### src/verilog/cpuexs_pkg.sv
package cpuexs_pkg;
  // Exception sources; priority order holds within the end-of-instruction and trap groups, but traps win across them
  typedef enum logic [3:0] {
    CPUEXS_SRC_RESET,
    CPUEXS_SRC_ADDR_ERR,
    CPUEXS_SRC_TRACE,
    CPUEXS_SRC_INTERRUPT,
    CPUEXS_SRC_UNDEF,
    CPUEXS_SRC_DIV_ZERO,
    CPUEXS_SRC_OVF_TRAP,
    CPUEXS_SRC_VEC_TRAP
  } cpuexs_src_t;

  // Minimum-mode vector word addresses; maximum-mode entries are twice these
  localparam logic [15:0] VEC_RESET = 16'h0000;
  localparam logic [15:0] VEC_UNDEF = 16'h0004;
  localparam logic [15:0] VEC_DIV_ZERO = 16'h0006;
  localparam logic [15:0] VEC_OVF_TRAP = 16'h0008;
  localparam logic [15:0] VEC_ADDR_ERR = 16'h0010;
  localparam logic [15:0] VEC_TRACE = 16'h0012;
  localparam logic [15:0] VEC_NMI = 16'h0016;
  localparam logic [15:0] VEC_VEC_TRAP = 16'h0020;

  // Status word field positions
  localparam int SR_TRACE_BIT = 15;
  localparam int SR_MASK_HI = 10;
  localparam int SR_MASK_LO = 8;

  // Reset input filter: two synchroniser stages ahead of the edge detector
  localparam int SYNC_STAGES = 2;
  localparam logic [7:0] CODE_PAGE_ZERO = 8'h00;
endpackage

### src/verilog/cpuexs_sync.sv
`timescale 1ns/100ps
module cpuexs_sync #(
  parameter int STAGES = 2
) (
  input wire logic clk_sys,
  input wire logic rst,
  input wire logic async_in,
  output logic sync_out
);
  logic [STAGES-1:0] stage_r;
  logic [STAGES-1:0] stage_nxt;

  // Each stage reads only its predecessor; the first is never tapped
  always_comb begin
    stage_nxt = {stage_r[STAGES-2:0], async_in};
  end

  always_ff @(posedge clk_sys or posedge rst) begin
    if (rst) begin
      stage_r <= '0;
    end else begin
      stage_r <= stage_nxt;
    end
  end

  assign sync_out = stage_r[STAGES-1];
endmodule // cpuexs_sync

### src/verilog/cpuexs_sequencer.sv
`timescale 1ns/100ps
module cpuexs_sequencer
  import cpuexs_pkg::*;
#(
  parameter int VEC_W = 16
) (
  input wire logic clk_sys,
  input wire logic rst,
  input wire logic reset_input_n,
  input wire logic max_mode,
  input wire logic insn_done,
  input wire logic insn_start,
  input wire logic undef_code,
  input wire logic unsigned_divide_op,
  input wire logic divisor_zero,
  input wire logic overflow_trap_op,
  input wire logic vectored_trap_op,
  input wire logic [3:0] trap_number,
  input wire logic addr_error,
  input wire logic int_req,
  input wire logic [VEC_W-1:0] int_vector,
  input wire logic [15:0] status_word,
  input wire logic [7:0] code_page,
  input wire logic [15:0] program_counter,
  input wire logic mem_ack,
  input wire logic [15:0] mem_rdata,
  output logic core_hold,
  output logic mem_req,
  output logic mem_write,
  output logic [23:0] mem_addr,
  output logic [15:0] mem_wdata,
  output logic stack_push,
  output logic new_pc_valid,
  output logic [15:0] new_pc,
  output logic [7:0] new_cp,
  output logic [15:0] new_sr,
  output logic int_ack,
  output logic [3:0] active_src
);
  typedef enum logic [2:0] {
    ST_RESET, ST_RUN, ST_PUSH_PC, ST_PUSH_SR, ST_PUSH_CP, ST_VEC_HI, ST_VEC_LO
  } cpuexs_state_t;

  cpuexs_state_t state_r, state_nxt;
  cpuexs_src_t src_r, src_nxt;
  logic [15:0] vec_addr_r, vec_addr_nxt;
  logic [15:0] sr_r, sr_nxt;
  logic [15:0] pc_r, pc_nxt;
  logic [7:0] cp_r, cp_nxt;
  logic first_insn_r, first_insn_nxt;
  logic ae_pend_r, ae_pend_nxt;
  logic res_sync;
  logic res_prev_r;
  logic core_hold_nxt, mem_req_nxt, mem_write_nxt, stack_push_nxt;
  logic new_pc_valid_nxt, int_ack_nxt;
  logic [23:0] mem_addr_nxt;
  logic [15:0] mem_wdata_nxt, new_pc_nxt, new_sr_nxt;
  logic [7:0] new_cp_nxt;

  cpuexs_sync #(.STAGES(SYNC_STAGES)) u_res_sync (
    .clk_sys(clk_sys),
    .rst(rst),
    .async_in(reset_input_n),
    .sync_out(res_sync)
  );

  // Vector byte address: entry width doubles in maximum mode, always in page zero
  function automatic logic [23:0] vec_byte_addr(input logic [15:0] base, input logic maxm);
    vec_byte_addr = maxm ? {CODE_PAGE_ZERO, base[14:0], 1'b0}
                         : {CODE_PAGE_ZERO, base};
  endfunction

  always_comb begin
    state_nxt = state_r;
    src_nxt = src_r;
    vec_addr_nxt = vec_addr_r;
    sr_nxt = sr_r;
    pc_nxt = pc_r;
    cp_nxt = cp_r;
    first_insn_nxt = first_insn_r;
    ae_pend_nxt = ae_pend_r | addr_error;
    core_hold_nxt = 1'b1;
    mem_req_nxt = 1'b0;
    mem_write_nxt = 1'b0;
    mem_addr_nxt = mem_addr;
    mem_wdata_nxt = mem_wdata;
    stack_push_nxt = 1'b0;
    new_pc_valid_nxt = 1'b0;
    new_pc_nxt = new_pc;
    new_cp_nxt = new_cp;
    new_sr_nxt = new_sr;
    int_ack_nxt = 1'b0;
    if (!res_sync) begin
      // Held low: everything stops and sequencer state is cleared
      state_nxt = ST_RESET;
      first_insn_nxt = 1'b1;
      ae_pend_nxt = 1'b0;
    end else begin
      unique case (state_r)
        ST_RESET: begin
          if (!res_prev_r) begin
            // Rising edge of the reset input launches the reset vector fetch
            src_nxt = CPUEXS_SRC_RESET;
            vec_addr_nxt = VEC_RESET;
            sr_nxt = status_word;
            state_nxt = max_mode ? ST_VEC_HI : ST_VEC_LO;
            mem_req_nxt = 1'b1;
            mem_addr_nxt = vec_byte_addr(VEC_RESET, max_mode);
          end
        end
        ST_RUN: begin
          core_hold_nxt = 1'b0;
          sr_nxt = status_word;
          pc_nxt = program_counter;
          cp_nxt = code_page;
          if (insn_start && (undef_code || (unsigned_divide_op && divisor_zero) ||
              overflow_trap_op || vectored_trap_op)) begin
            // At most one of these is ever active, so a plain ladder suffices
            if (undef_code) begin
              src_nxt = CPUEXS_SRC_UNDEF;
              vec_addr_nxt = VEC_UNDEF;
            end else if (unsigned_divide_op && divisor_zero) begin
              src_nxt = CPUEXS_SRC_DIV_ZERO;
              vec_addr_nxt = VEC_DIV_ZERO;
            end else if (overflow_trap_op) begin
              src_nxt = CPUEXS_SRC_OVF_TRAP;
              vec_addr_nxt = VEC_OVF_TRAP;
            end else begin
              src_nxt = CPUEXS_SRC_VEC_TRAP;
              vec_addr_nxt = VEC_VEC_TRAP + {11'h000, trap_number, 1'b0};
            end
            state_nxt = ST_PUSH_PC;
            core_hold_nxt = 1'b1;
          end else if (insn_done && (ae_pend_r || addr_error)) begin
            src_nxt = CPUEXS_SRC_ADDR_ERR;
            vec_addr_nxt = VEC_ADDR_ERR;
            ae_pend_nxt = 1'b0;
            first_insn_nxt = 1'b0;
            state_nxt = ST_PUSH_PC;
            core_hold_nxt = 1'b1;
          end else if (insn_done && status_word[SR_TRACE_BIT]) begin
            src_nxt = CPUEXS_SRC_TRACE;
            vec_addr_nxt = VEC_TRACE;
            first_insn_nxt = 1'b0;
            state_nxt = ST_PUSH_PC;
            core_hold_nxt = 1'b1;
          end else if (insn_done && int_req && !first_insn_r) begin
            src_nxt = CPUEXS_SRC_INTERRUPT;
            vec_addr_nxt = 16'(int_vector);
            int_ack_nxt = 1'b1;
            state_nxt = ST_PUSH_PC;
            core_hold_nxt = 1'b1;
          end else if (insn_done) begin
            first_insn_nxt = 1'b0;
          end
        end
        ST_PUSH_PC: begin
          stack_push_nxt = 1'b1;
          mem_write_nxt = 1'b1;
          mem_req_nxt = 1'b1;
          mem_wdata_nxt = pc_r;
          state_nxt = ST_PUSH_SR;
        end
        ST_PUSH_SR: begin
          if (mem_ack) begin
            stack_push_nxt = 1'b1;
            mem_write_nxt = 1'b1;
            mem_req_nxt = 1'b1;
            mem_wdata_nxt = sr_r;
            state_nxt = max_mode ? ST_PUSH_CP : ST_VEC_HI;
          end else begin
            mem_req_nxt = mem_req;
            mem_write_nxt = mem_write;
          end
        end
        ST_PUSH_CP: begin
          if (mem_ack) begin
            stack_push_nxt = 1'b1;
            mem_write_nxt = 1'b1;
            mem_req_nxt = 1'b1;
            mem_wdata_nxt = {8'h00, cp_r};
            state_nxt = ST_VEC_HI;
          end else begin
            mem_req_nxt = mem_req;
            mem_write_nxt = mem_write;
          end
        end
        ST_VEC_HI: begin
          // First vector word: page byte in maximum mode, its upper byte discarded
          if (mem_ack || (src_r == CPUEXS_SRC_RESET && !mem_req)) begin
            if (src_r != CPUEXS_SRC_RESET && !max_mode) begin
              mem_req_nxt = 1'b1;
              mem_addr_nxt = vec_byte_addr(vec_addr_r, 1'b0);
              state_nxt = ST_VEC_LO;
            end else begin
              if (src_r == CPUEXS_SRC_RESET && !mem_req) begin
                mem_req_nxt = 1'b1;
                mem_addr_nxt = vec_byte_addr(vec_addr_r, 1'b1);
              end else if (mem_write) begin
                mem_req_nxt = 1'b1;
                mem_addr_nxt = vec_byte_addr(vec_addr_r, 1'b1);
              end else begin
                new_cp_nxt = mem_rdata[7:0];
                mem_req_nxt = 1'b1;
                mem_addr_nxt = vec_byte_addr(vec_addr_r, 1'b1) + 24'h000002;
                state_nxt = ST_VEC_LO;
              end
            end
          end else begin
            mem_req_nxt = mem_req;
            mem_write_nxt = mem_write;
          end
        end
        ST_VEC_LO: begin
          if (mem_ack) begin
            new_pc_nxt = mem_rdata;
            if (!max_mode) begin
              new_cp_nxt = code_page;
            end
            // Trace flag cleared, mask level kept as it was
            new_sr_nxt = sr_r;
            new_sr_nxt[SR_TRACE_BIT] = 1'b0;
            new_pc_valid_nxt = 1'b1;
            state_nxt = ST_RUN;
          end else begin
            mem_req_nxt = mem_req;
          end
        end
      endcase
    end
  end

  always_ff @(posedge clk_sys or posedge rst) begin
    if (rst) begin
      state_r <= ST_RESET;
      src_r <= CPUEXS_SRC_RESET;
      vec_addr_r <= 16'h0000;
      sr_r <= 16'h0000;
      pc_r <= 16'h0000;
      cp_r <= 8'h00;
      first_insn_r <= 1'b1;
      ae_pend_r <= 1'b0;
      res_prev_r <= 1'b0;
      core_hold <= 1'b1;
      mem_req <= 1'b0;
      mem_write <= 1'b0;
      mem_addr <= 24'h000000;
      mem_wdata <= 16'h0000;
      stack_push <= 1'b0;
      new_pc_valid <= 1'b0;
      new_pc <= 16'h0000;
      new_cp <= 8'h00;
      new_sr <= 16'h0000;
      int_ack <= 1'b0;
      active_src <= 4'h0;
    end else begin
      state_r <= state_nxt;
      src_r <= src_nxt;
      vec_addr_r <= vec_addr_nxt;
      sr_r <= sr_nxt;
      pc_r <= pc_nxt;
      cp_r <= cp_nxt;
      first_insn_r <= first_insn_nxt;
      ae_pend_r <= ae_pend_nxt;
      res_prev_r <= res_sync;
      core_hold <= core_hold_nxt;
      mem_req <= mem_req_nxt;
      mem_write <= mem_write_nxt;
      mem_addr <= mem_addr_nxt;
      mem_wdata <= mem_wdata_nxt;
      stack_push <= stack_push_nxt;
      new_pc_valid <= new_pc_valid_nxt;
      new_pc <= new_pc_nxt;
      new_cp <= new_cp_nxt;
      new_sr <= new_sr_nxt;
      int_ack <= int_ack_nxt;
      active_src <= src_nxt;
    end
  end
endmodule // cpuexs_sequencer

### config.mk
export PLATFORM = sky130hd
export DESIGN_NAME = cpuexs_sequencer
export DESIGN_NICKNAME = d
export VERILOG_FILES = /design/src/verilog/cpuexs_pkg.sv /design/src/verilog/cpuexs_sync.sv /design/src/verilog/cpuexs_sequencer.sv
export SDC_FILE = /design/constraint.sdc
export NUM_CORES = 1
export LEC_CHECK = 0
export BUFFER_PORTS_ARGS = -buffer_cell sky130_fd_sc_hd__buf_2
export CAP_MARGIN = 30
export CORE_ASPECT_RATIO = 1.75
export CORE_MARGIN = 5
export CORE_UTILIZATION = 50
export CTS_CLUSTER_DIAMETER = 150
export DETAILED_ROUTE_END_ITERATION = 6
export PLACE_DENSITY = 0.76
export SETUP_SLACK_MARGIN = 0.5
export SLEW_MARGIN = 10
export SYNTH_ARGS = -nofsm -noshare
export SYNTH_HDL_FRONTEND = slang
export SYNTH_SLANG_ARGS = --single-unit
### constraint.sdc
create_clock -name clk_sys -period 5.4 [get_ports clk_sys]
set_clock_uncertainty 0.1 [all_clocks]
set_input_delay 0.27 -clock clk_sys [delete_from_list [all_inputs] [get_ports clk_sys]]
set_output_delay 0.27 -clock clk_sys [all_outputs]
set_load 0.01 [all_outputs]
# ---- Word level (Yosys, flattened, before mapping)
# Index checks and enable logic that the tools add are counted.
dict set report word_totals {
  register_bits 153
  inputBits 90
  wordCells 176
}
dict set report op_classes {
  addsub 2
  eq_ne 29
  muxes 88
  bitwise 1
  reduce_logical 35
}
# operator count
set op_table {}
lappend op_table {{$mux 16} 8}
lappend op_table {{$pmux 16 s2} 2}
lappend op_table {{$mux 17} 3}
lappend op_table {{$mux 24} 2}
lappend op_table {{$mux 8} 6}
lappend op_table {{$pmux 16 s3} 1}
lappend op_table {{$pmux 24 s2} 1}
lappend op_table {{$mux 3} 13}
lappend op_table {{$mux 1} 35}
lappend op_table {{$ne 2x2->1 const B} 11}
lappend op_table {{$mux 7} 3}
lappend op_table {{$pmux 3 s7} 1}
lappend op_table {{$mux 4} 5}
lappend op_table {{$ne 3x3->1 const B} 6}
lappend op_table {{$add 16x2->17 const B} 1}
lappend op_table {{$ne 4x4->1 const B} 4}
lappend op_table {{$pmux 8 s2} 1}
lappend op_table {{$reduce_and 4->1} 4}
lappend op_table {{$reduce_and 8->1} 2}
lappend op_table {{$eq 3x3->1 const B} 3}
lappend op_table {{$reduce_and 3->1} 3}
lappend op_table {{$logic_and 1x1->1} 8}
lappend op_table {{$pmux 4 s2} 1}
lappend op_table {{$add 6x5->7 const A} 1}
lappend op_table {{other kinds (18)} 30}

# ---- Depth between registers and ports, before layout
# Gate-level depths: netlist (run 1).
dict set report logic_depth {
  ltp_word 8
  depth_mapped 8
}

# ---- By module
# Synthesis (run 1) repeated with hierarchy kept, for this count alone.
dict set report hier_totals {
  hier_cells 595
  area_unflattened_um2 6727.7
}
# module n_inst cells_each area_each_um2 seq_area_each_um2
set by_module_without_submodules {}
lappend by_module_without_submodules {cpuexs_sequencer 1 592 6673.9 3580.9}
lappend by_module_without_submodules {cpuexs_sync 1 3 53.8 50.0}

# ---- Worst setup path before layout (run 1)
# No wires, ideal clock.
dict set report synth_timing {
  kind {register to register}
  start {reg src_r[2]}
  end {reg mem_addr[16]}
  setup_ps 135
  arrival_time_ps 1795
  required_time_ps 5165
  setup_slack_ps 3370
  path_stages_with_launch 7
  path_buffers 1
  synth_period_minus_slack_ps 2030
  cell_sequence {dfrtp_1 or4_1 a211oi_1 o21ai_2 buf_2 nand2_1 o31ai_1}
}
dict set report synth_between {
  elab_chain_cells 6
  word_cells_on_any_way 11
}
# item line_no
set synth_rtl {}
lappend synth_rtl {{from (decl)} cpuexs_sequencer.sv:45} ;# cpuexs_src_t src_r, src_nxt;
lappend synth_rtl {{from (signal assigned)} cpuexs_sequencer.sv:258} ;# src_r <= src_nxt;
lappend synth_rtl {{$logic_not 4->1} {cpuexs_sequencer.sv:190, cpuexs_sequencer.sv:196}}
lappend synth_rtl {{$logic_and 1x1->1} {cpuexs_sequencer.sv:190, cpuexs_sequencer.sv:196}}
lappend synth_rtl {{$mux 17} cpuexs_sequencer.sv:196} ;# if (src_r == CPUEXS_SRC_RESET && !mem_req) begin
lappend synth_rtl {{$mux 17} cpuexs_sequencer.sv:191} ;# if (src_r != CPUEXS_SRC_RESET && !max_mode) begin
lappend synth_rtl {{$mux 24} cpuexs_sequencer.sv:190} ;# if (mem_ack || (src_r == CPUEXS_SRC_RESET && !mem_req)) begin
lappend synth_rtl {{$pmux 24 s2} cpuexs_sequencer.sv:99} ;# unique case (state_r)
lappend synth_rtl {{to (signal assigned)} cpuexs_sequencer.sv:269} ;# mem_addr <= mem_addr_nxt;
lappend synth_rtl {{to (decl)} cpuexs_sequencer.sv:30} ;# output logic [23:0] mem_addr,
# Parallel ways exist; a longest one is shown, timed or not. The select of a mux whose other input is x is not followed.
# A chain may end at the register's enable or synchronous reset.

# ---- Worst setup path in the final report (run 1)
dict set report layout_timing {
  start {reg state_r[0]}
  end {reg state_r[1]}
}
dict set report layout_between {
  elab_chain_cells 3
  word_cells_on_any_way 18
}
# item line_no
set layout_rtl {}
lappend layout_rtl {{from (decl)} cpuexs_sequencer.sv:44} ;# cpuexs_state_t state_r, state_nxt;
lappend layout_rtl {{from (signal assigned)} cpuexs_sequencer.sv:257} ;# state_r <= state_nxt;
lappend layout_rtl {{$eq 3x1->1, or another cell as far along} cpuexs_sequencer.sv:99}
lappend layout_rtl {{$ne 6x6->1 (no source line), or another cell as far along} --}
lappend layout_rtl {{$reduce_and 8->1 (no source line) or $mux 3 (tied branches)} --}
# Parallel ways exist; a longest one is shown, timed or not.

==> results of run 1 <==
==> path summary, 6_finish.rpt <==
check | start | end | slack, ps | cells after the start
max | state_r[0] | state_r[1] | 2350 | 5
min | program_counter[2] | pc_r[2] | 10 | 2
max reg2reg | state_r[0] | state_r[1] | 2350 | 5
min reg2reg | u_res_sync.stage_r[0] | u_res_sync.stage_r[1] | 250 | 0
max in group asynchronous | rst | new_pc[9] | 3780 | 5
min in group asynchronous | rst | src_r[2] | 170 | 3
==> flip-flops by register name, summed over array words and instances (netlist names), 3 cells and up <==
name and count:
cp_r 8, new_pc 16, state_r 3, mem_addr 17, vec_addr_r 16, src_r 3
mem_wdata 16, sr_r 16, pc_r 16, new_sr 15, new_cp 8
==> power groups by stage <==
stage	registers [mW]	logic, mW	clock network, mW
3_5_place_dp	1.88	1.64	0
5_1_grt	1.92	1.85	1.28
4_1_cts	1.86	1.68	1.23
3_3_place_gp	1.85	1.58	0
6_report	1.87	1.68	1.22
2_1_floorplan	1.86	1.08	0
==> metal layers <==
metal / vias to the layer above / part of all wire
met4: 2 / 0.035
met3: 55 / 0.062
met1: 2763 / 0.35
li1: 2590 / -
met2: 244 / 0.55
met5: - / 0.00060
==> area by class of cell <==
cell class              count  area [um^2]  share of cell area
clock buffers              18          439              0.0498
clock inverters            14          178              0.0202
inverters                   8         35.0             0.00397
multi-input cells         420         2890               0.328
flip-flops and latches    145         3630               0.412
well taps                 174          218              0.0247
repair buffers            226         1420               0.161
==> repair_timing <==
| item | CTS | global route |
|---|---|---|
| endpoints found under the setup margin | 0 | 0 |
| hold endpoints to repair | 135 | 1 |
| hold buffers | 51 | 1 |
| gates resized for setup | 0 | 0 |
| setup buffers | 0 | 0 |
==> cells in the final DEF (no fill, tap or decap), drive strengths merged, types with 7 or more instances in the layout <==
cell type / synthesis / routed
inv: 8 / 12
clkbuf: 11 / 18
nand3: 7 / 7
conb: 1 / 9
o21ai: 36 / 36
a21oi: 27 / 27
dlygate4sd3: 0 / 52
nand4: 11 / 11
o31ai: 7 / 7
nor2: 28 / 28
a22o: 22 / 22
mux2i: 11 / 11
mux2: 73 / 73
o22ai: 17 / 17
buf: 28 / 174
dfrtp: 143 / 143
nand2: 92 / 92
==> kinds of logic after synthesis <==
logic type               share of synthesized area
AO/OA/AOI/OAI                                0.145
XOR/XNOR                                    0.0104
adder cells (fa/ha/maj)                    0.00185
buffers and inverters                       0.0393
flip-flops                                   0.538
multiplexers                                 0.138
other                                     0.000555
AND/OR/NAND/NOR                              0.128
==> worst max-delay path, stage by stage (launching register included) <==
cell	delay [ps]
dfrtp_1	760
nor3b_1	540
nand2_1	670
a211oi_2	510
a211oi_2	110
a31o_2	250
==> results.yml, run 1 <==
clock_tree:
  cts_sinks: 145
  clkTransAtPathRegs_ps: 60
  clock_latency_ps: 410
  numCtsBuffers: 17
  clockBufferDepth: 2
  cts-root-buf: "clkbuf_16"
  cts_tree: "done"
  htree_levels: 4
timing:
  worst_pin_slew_ps: 925
  setup_tns_ps: 0
  rsz0062_at_grt: "false"
  final-setup-viol-count: 0
  slew_headroom: 0.382
  finalWorstSetupSlack_ps: 2350
  fin_crit_sh: 0.565
  fmaxAchievable_ghz: 0.328
  slew_violations: 0
  hold_viol_final: 0
  min_period_ps: 3050
  worst_hold_slack_ps: 11.6
grt:
  grt_overflow: 0
  met3_usage: 0.0620
  first_global_vias: 5931
  track_usage: 0.230
  grt.met1_usage: 0.239
  grt_first_pass_wirelength_um: 29300
  busiest_layer: "met2"
  antenna_found_initial: 1
  grt_max_degree: 98
  grtUsageMet2: 0.429
flow_run:
  drv_cap: 0
pwr:
  seqPwrFrac: 0.392
  p_switching_mw: 1.72
  comb_power_share: 0.353
  netSwitchingFraction: 0.361
  finalPower_mw: 4.76
  leakagePower_nw: 4.30
  p_per_area_mw_per_mm2: 540
  p_int_mw: 3.04
  vdd_drop_max_v: 0.000343
  pwr-share-clk: 0.255
critical_path:
  end_kind: "flip-flop"
  required_ps: 5600
  worstPathMaxFanout: 24
  startpoint_type: "flip-flop"
  worstPathArrival_ps: 3250
  crit_type: "flip-flop to flip-flop"
run_status:
  status: "finished clean"
detailed_routing:
  vias: 5654
  routed_via_density: 5.63
  drc: 0
  detail-route-antenna-nets: 0
  wirelength_um: 18300
  first_pass_iters: 6
  wire_per_inst_um: 18.2
  drt_iter0_markers: 373
cells_and_area:
  num_antenna_cells: 0
  stdcell_count: 1005
  drive_gt1_frac: 0.365
  fin_area_mm2: 0.00882
  fill_cells: 1047
  syn_to_final_growth_pct: 30.6
  utilization: 0.662
  layout.nets: 909
logic_synthesis:
  yosysMostFrequentCell: "dfrtp_1"
  avgSynthCellArea_um2: 11.2
  synth-edff-count: 0
  yosys.area.top_type: "dfrtp_1"
  synth-seq-cells: 145
  seq_area_frac_synth: 0.538
  syn-cell-area_mm2: 0.00675
  synth-main-ff-cell: "dfrtp_1"
  synth_area_leaders: "dfrtp_1 53%, mux2_2 12%, nand2_1 5.1%, a22o_1 2.9%, o21ai_0 2.5%"
  synth_top_area_share: 0.530
  async_reset_ff_frac: 1.00
  synthCells: 604
  yosysWarnings: 0
  ys_types: 61
  synthTopCellsByCount: "143 x dfrtp_1, 91 x nand2_1, 73 x mux2_2"
floorplanning:
  start_util: 0.507
  ioPinCount: 180
  rows: 56
  dieWidth_um: 97.9
  die-area_mm2: 0.0160
  die_h_um: 164
  coreArea_mm2: 0.0133
place:
  gp_congestion: 0.904
  place_ws_ps: 2380
  post-place-cells: 918
  io_buffers: 170
  dpl_cell_area_mm2: 0.00764
  dp_hpwl_um: 13000
hold_path:
  worstHoldPathType: "input pin to flip-flop"
Power figures use the tool's default switching activity.
==> run 2, diff against run 1 <==
--- a/config.mk
+++ b/config.mk
@@ -5,6 +5,7 @@
 export SDC_FILE = /design/constraint.sdc
 export NUM_CORES = 1
 export LEC_CHECK = 0
+export ABC_AREA = 1
 export BUFFER_PORTS_ARGS = -buffer_cell sky130_fd_sc_hd__buf_2
 export CAP_MARGIN = 30
 export CORE_ASPECT_RATIO = 1.75
==> constraint.sdc (replaced) <==
create_clock -name clk_sys -period 3.15 [get_ports clk_sys]
set_clock_uncertainty 0.1 [all_clocks]
set_input_delay 0.1575 -clock clk_sys [delete_from_list [all_inputs] [get_ports clk_sys]]
set_output_delay 0.1575 -clock clk_sys [all_outputs]
set_load 0.01 [all_outputs]
==> run 2 against run 1 <==
Against the previous run:
- synthesized cell count up 44%
- combinational power up 70%
- power is 68% higher
- sequential share of layout area decreased by 1.7 points
- sequential power up 62%
- count of clock-buffer cells in the layout stayed put
- critical path type unchanged
- critical endpoint is now mem_wdata[9]
- largest cell class unchanged
==> results.yml, run 2 <==
run_status:
  status: "finished clean"
critical_path:
  required_ps: 3390
  startpoint_type: "flip-flop"
  worstPathArrival_ps: 2640
  regToRegSetupSlack_ps: 750
  end_kind: "flip-flop"
  ff2ff_path_depth: 9
  worstPathMaxFanout: 26
  endpoint: "mem_wdata[9]"
  worstSetupStartpoint: "state_r[1]"
  crit_type: "flip-flop to flip-flop"
  rr_startpoint: "state_r[1]"
  r2r-end: "mem_wdata[9]"
detailed_routing:
  vias: 6781
  routed_via_density: 5.22
  drt_iter0_markers: 457
  wirelength_um: 20900
  drc: 0
  wire_per_inst_um: 16.1
  first_pass_iters: 6
  detail-route-antenna-nets: 0
cells_and_area:
  fin_area_mm2: 0.00920
  drive_gt1_frac: 0.209
  syn_to_final_growth_pct: 34.9
  largest_reg_flops: 17
  num_antenna_cells: 0
  utilization: 0.687
  layout.nets: 1204
  top_register: "mem_addr"
  final_common_cell: "nand2_1"
  layout_common_cells: "307 x nand2_1, 170 x buf_2, 142 x dfrtp_1, 89 x o21ai_0"
grt:
  antenna_found_initial: 0
  track_usage: 0.259
  grt_first_pass_wirelength_um: 33100
  first_global_vias: 6874
  grt_max_degree: 56
  grt_overflow: 0
logic_synthesis:
  synth-seq-cells: 145
  avgSynthCellArea_um2: 7.84
  synth-main-ff-cell: "dfrtp_1"
  async_reset_ff_frac: 1.00
  synth_area_leaders: "dfrtp_1 52%, nand2_1 17%, o21ai_0 6.5%, nand3_1 6.2%, inv_1 4.7%"
  synthCells: 869
  yosys.area.top_type: "dfrtp_1"
  synth-edff-count: 0
  syn-cell-area_mm2: 0.00682
  yosysMostFrequentCell: "nand2_1"
  seq_area_frac_synth: 0.533
  ys_types: 31
  synthTopCellsByCount: "307 x nand2_1, 143 x dfrtp_1, 89 x o21ai_0"
  yosysWarnings: 0
  synth_top_area_share: 0.525
place:
  gp_congestion: 0.916
  dpl_cell_area_mm2: 0.00781
  dp_hpwl_um: 14500
  io_buffers: 170
clock_tree:
  clkTransAtPathRegs_ps: 60
  cts_setup_buffers: 0
  cts-root-buf: "clkbuf_16"
  numCtsBuffers: 17
  clock_latency_ps: 410
  htree_levels: 4
  cts_tree: "done"
  clockBufferDepth: 2
  cts_sinks: 145
floorplanning:
  start_util: 0.509
  coreArea_mm2: 0.0134
  rows: 56
  die-area_mm2: 0.0162
  ioPinCount: 180
  dieWidth_um: 98.3
  die_h_um: 164
pwr:
  netSwitchingFraction: 0.388
  p_int_mw: 4.91
  leakagePower_nw: 4.90
  pwr-share-clk: 0.266
  seqPwrFrac: 0.378
  vdd_drop_max_v: 0.000626
  p_switching_mw: 3.11
  p_per_area_mw_per_mm2: 872
  comb_power_share: 0.356
timing:
  setup_tns_ps: 0
  fmaxAchievable_ghz: 0.418
  slew_headroom: 0.482
  final-setup-viol-count: 0
  rsz0062_at_grt: "false"
  slew_violations: 0
  min_period_ps: 2400
  hold_viol_final: 0
  fin_crit_sh: 0.760
  worst_pin_slew_ps: 774
flow_run:
  drv_cap: 0
hold_path:
  worstHoldPathType: "input pin to flip-flop"
==> run 2: cell families after synthesis <==
kind of cell	count (synthesis)	share of synthesized area
flops	145	0.533
fa+ha+maj	1	0.00184
buf+inv	132	0.0822
simple gates	458	0.283
other cells	1	0.000550
compound gates	132	0.0997
==> run 2: final cells by class <==
class	instances	area [um^2]
fillers	1111	4190
repair buffers	254	1710
multi-input cells	600	2660
well taps	174	218
inverters	95	360
flip-flops and latches	145	3630
clock inverters	12	183
clock buffers	18	439
==> run 2: worst min path at each step <==
stage                  startpoint  cells past startpoint               endpoint
floorplan           reset_input_n                      0  u_res_sync.stage_r[0]
global placement    reset_input_n                      1  u_res_sync.stage_r[0]
detailed placement            rst                      2          vec_addr_r[5]
CTS                 int_vector[5]                      5          vec_addr_r[5]
global route        int_vector[5]                      5          vec_addr_r[5]
finish              int_vector[3]                      5          vec_addr_r[3]
==> run 2: timing repair <==
action                                  4_1_cts  5_1_grt
endpoints found under the hold margin       217        0
hold buffers                                 76        0
endpoints found under the setup margin        0       25
gates resized for setup                       0        1
==> run 2: metal layers <==
| layer | global-route usage | routed length (um) | vias up |
|---|---|---|---|
| li1 | - | - | 3243 |
| met1 | 0.270 | 7400 | 3169 |
| met2 | 0.486 | 11400 | 296 |
| met3 | 0.0452 | 1030 | 73 |
| met4 | 0.141 | 1040 | 0 |
| met5 | 0 | 0 | - |
==> run 2: power by group through the flow <==
stage | clock network, mW | logic, mW | registers (mW)
2_1_floorplan | 0 | 1.61 | 3.12
3_3_place_gp | 0 | 2.67 | 3.01
3_5_place_dp | 0 | 2.73 | 3.03
4_1_cts | 2.15 | 2.82 | 3.01
5_1_grt | 2.23 | 3.18 | 3.10
6_report | 2.13 | 2.85 | 3.03
==> run 2: through the flow <==
stage | total power, mW | std cells | hold WS (ps) | worst slack [ps]
2_1_floorplan | 4.73 | 877 | 88.9 | 1080
3_3_place_gp | 5.68 | 1191 | 169 | 754
3_5_place_dp | 5.75 | 1192 | 31.0 | 693
4_1_cts | 7.98 | 1298 | 21.5 | 693
5_1_grt | 8.51 | 1298 | 58.8 | 552
6_report | 8.01 | 1298 | 28.2 | 755
==> run 2: critical path: stages, from the launching register on <==
cell     delay (ps)
dfrtp_1         450
nor2_1          540
nand2_1         220
nand2_4         190
inv_2           110
nand2_2         100
nand3_4         230
inv_2           230
nand2_1          70
nand2_1          80
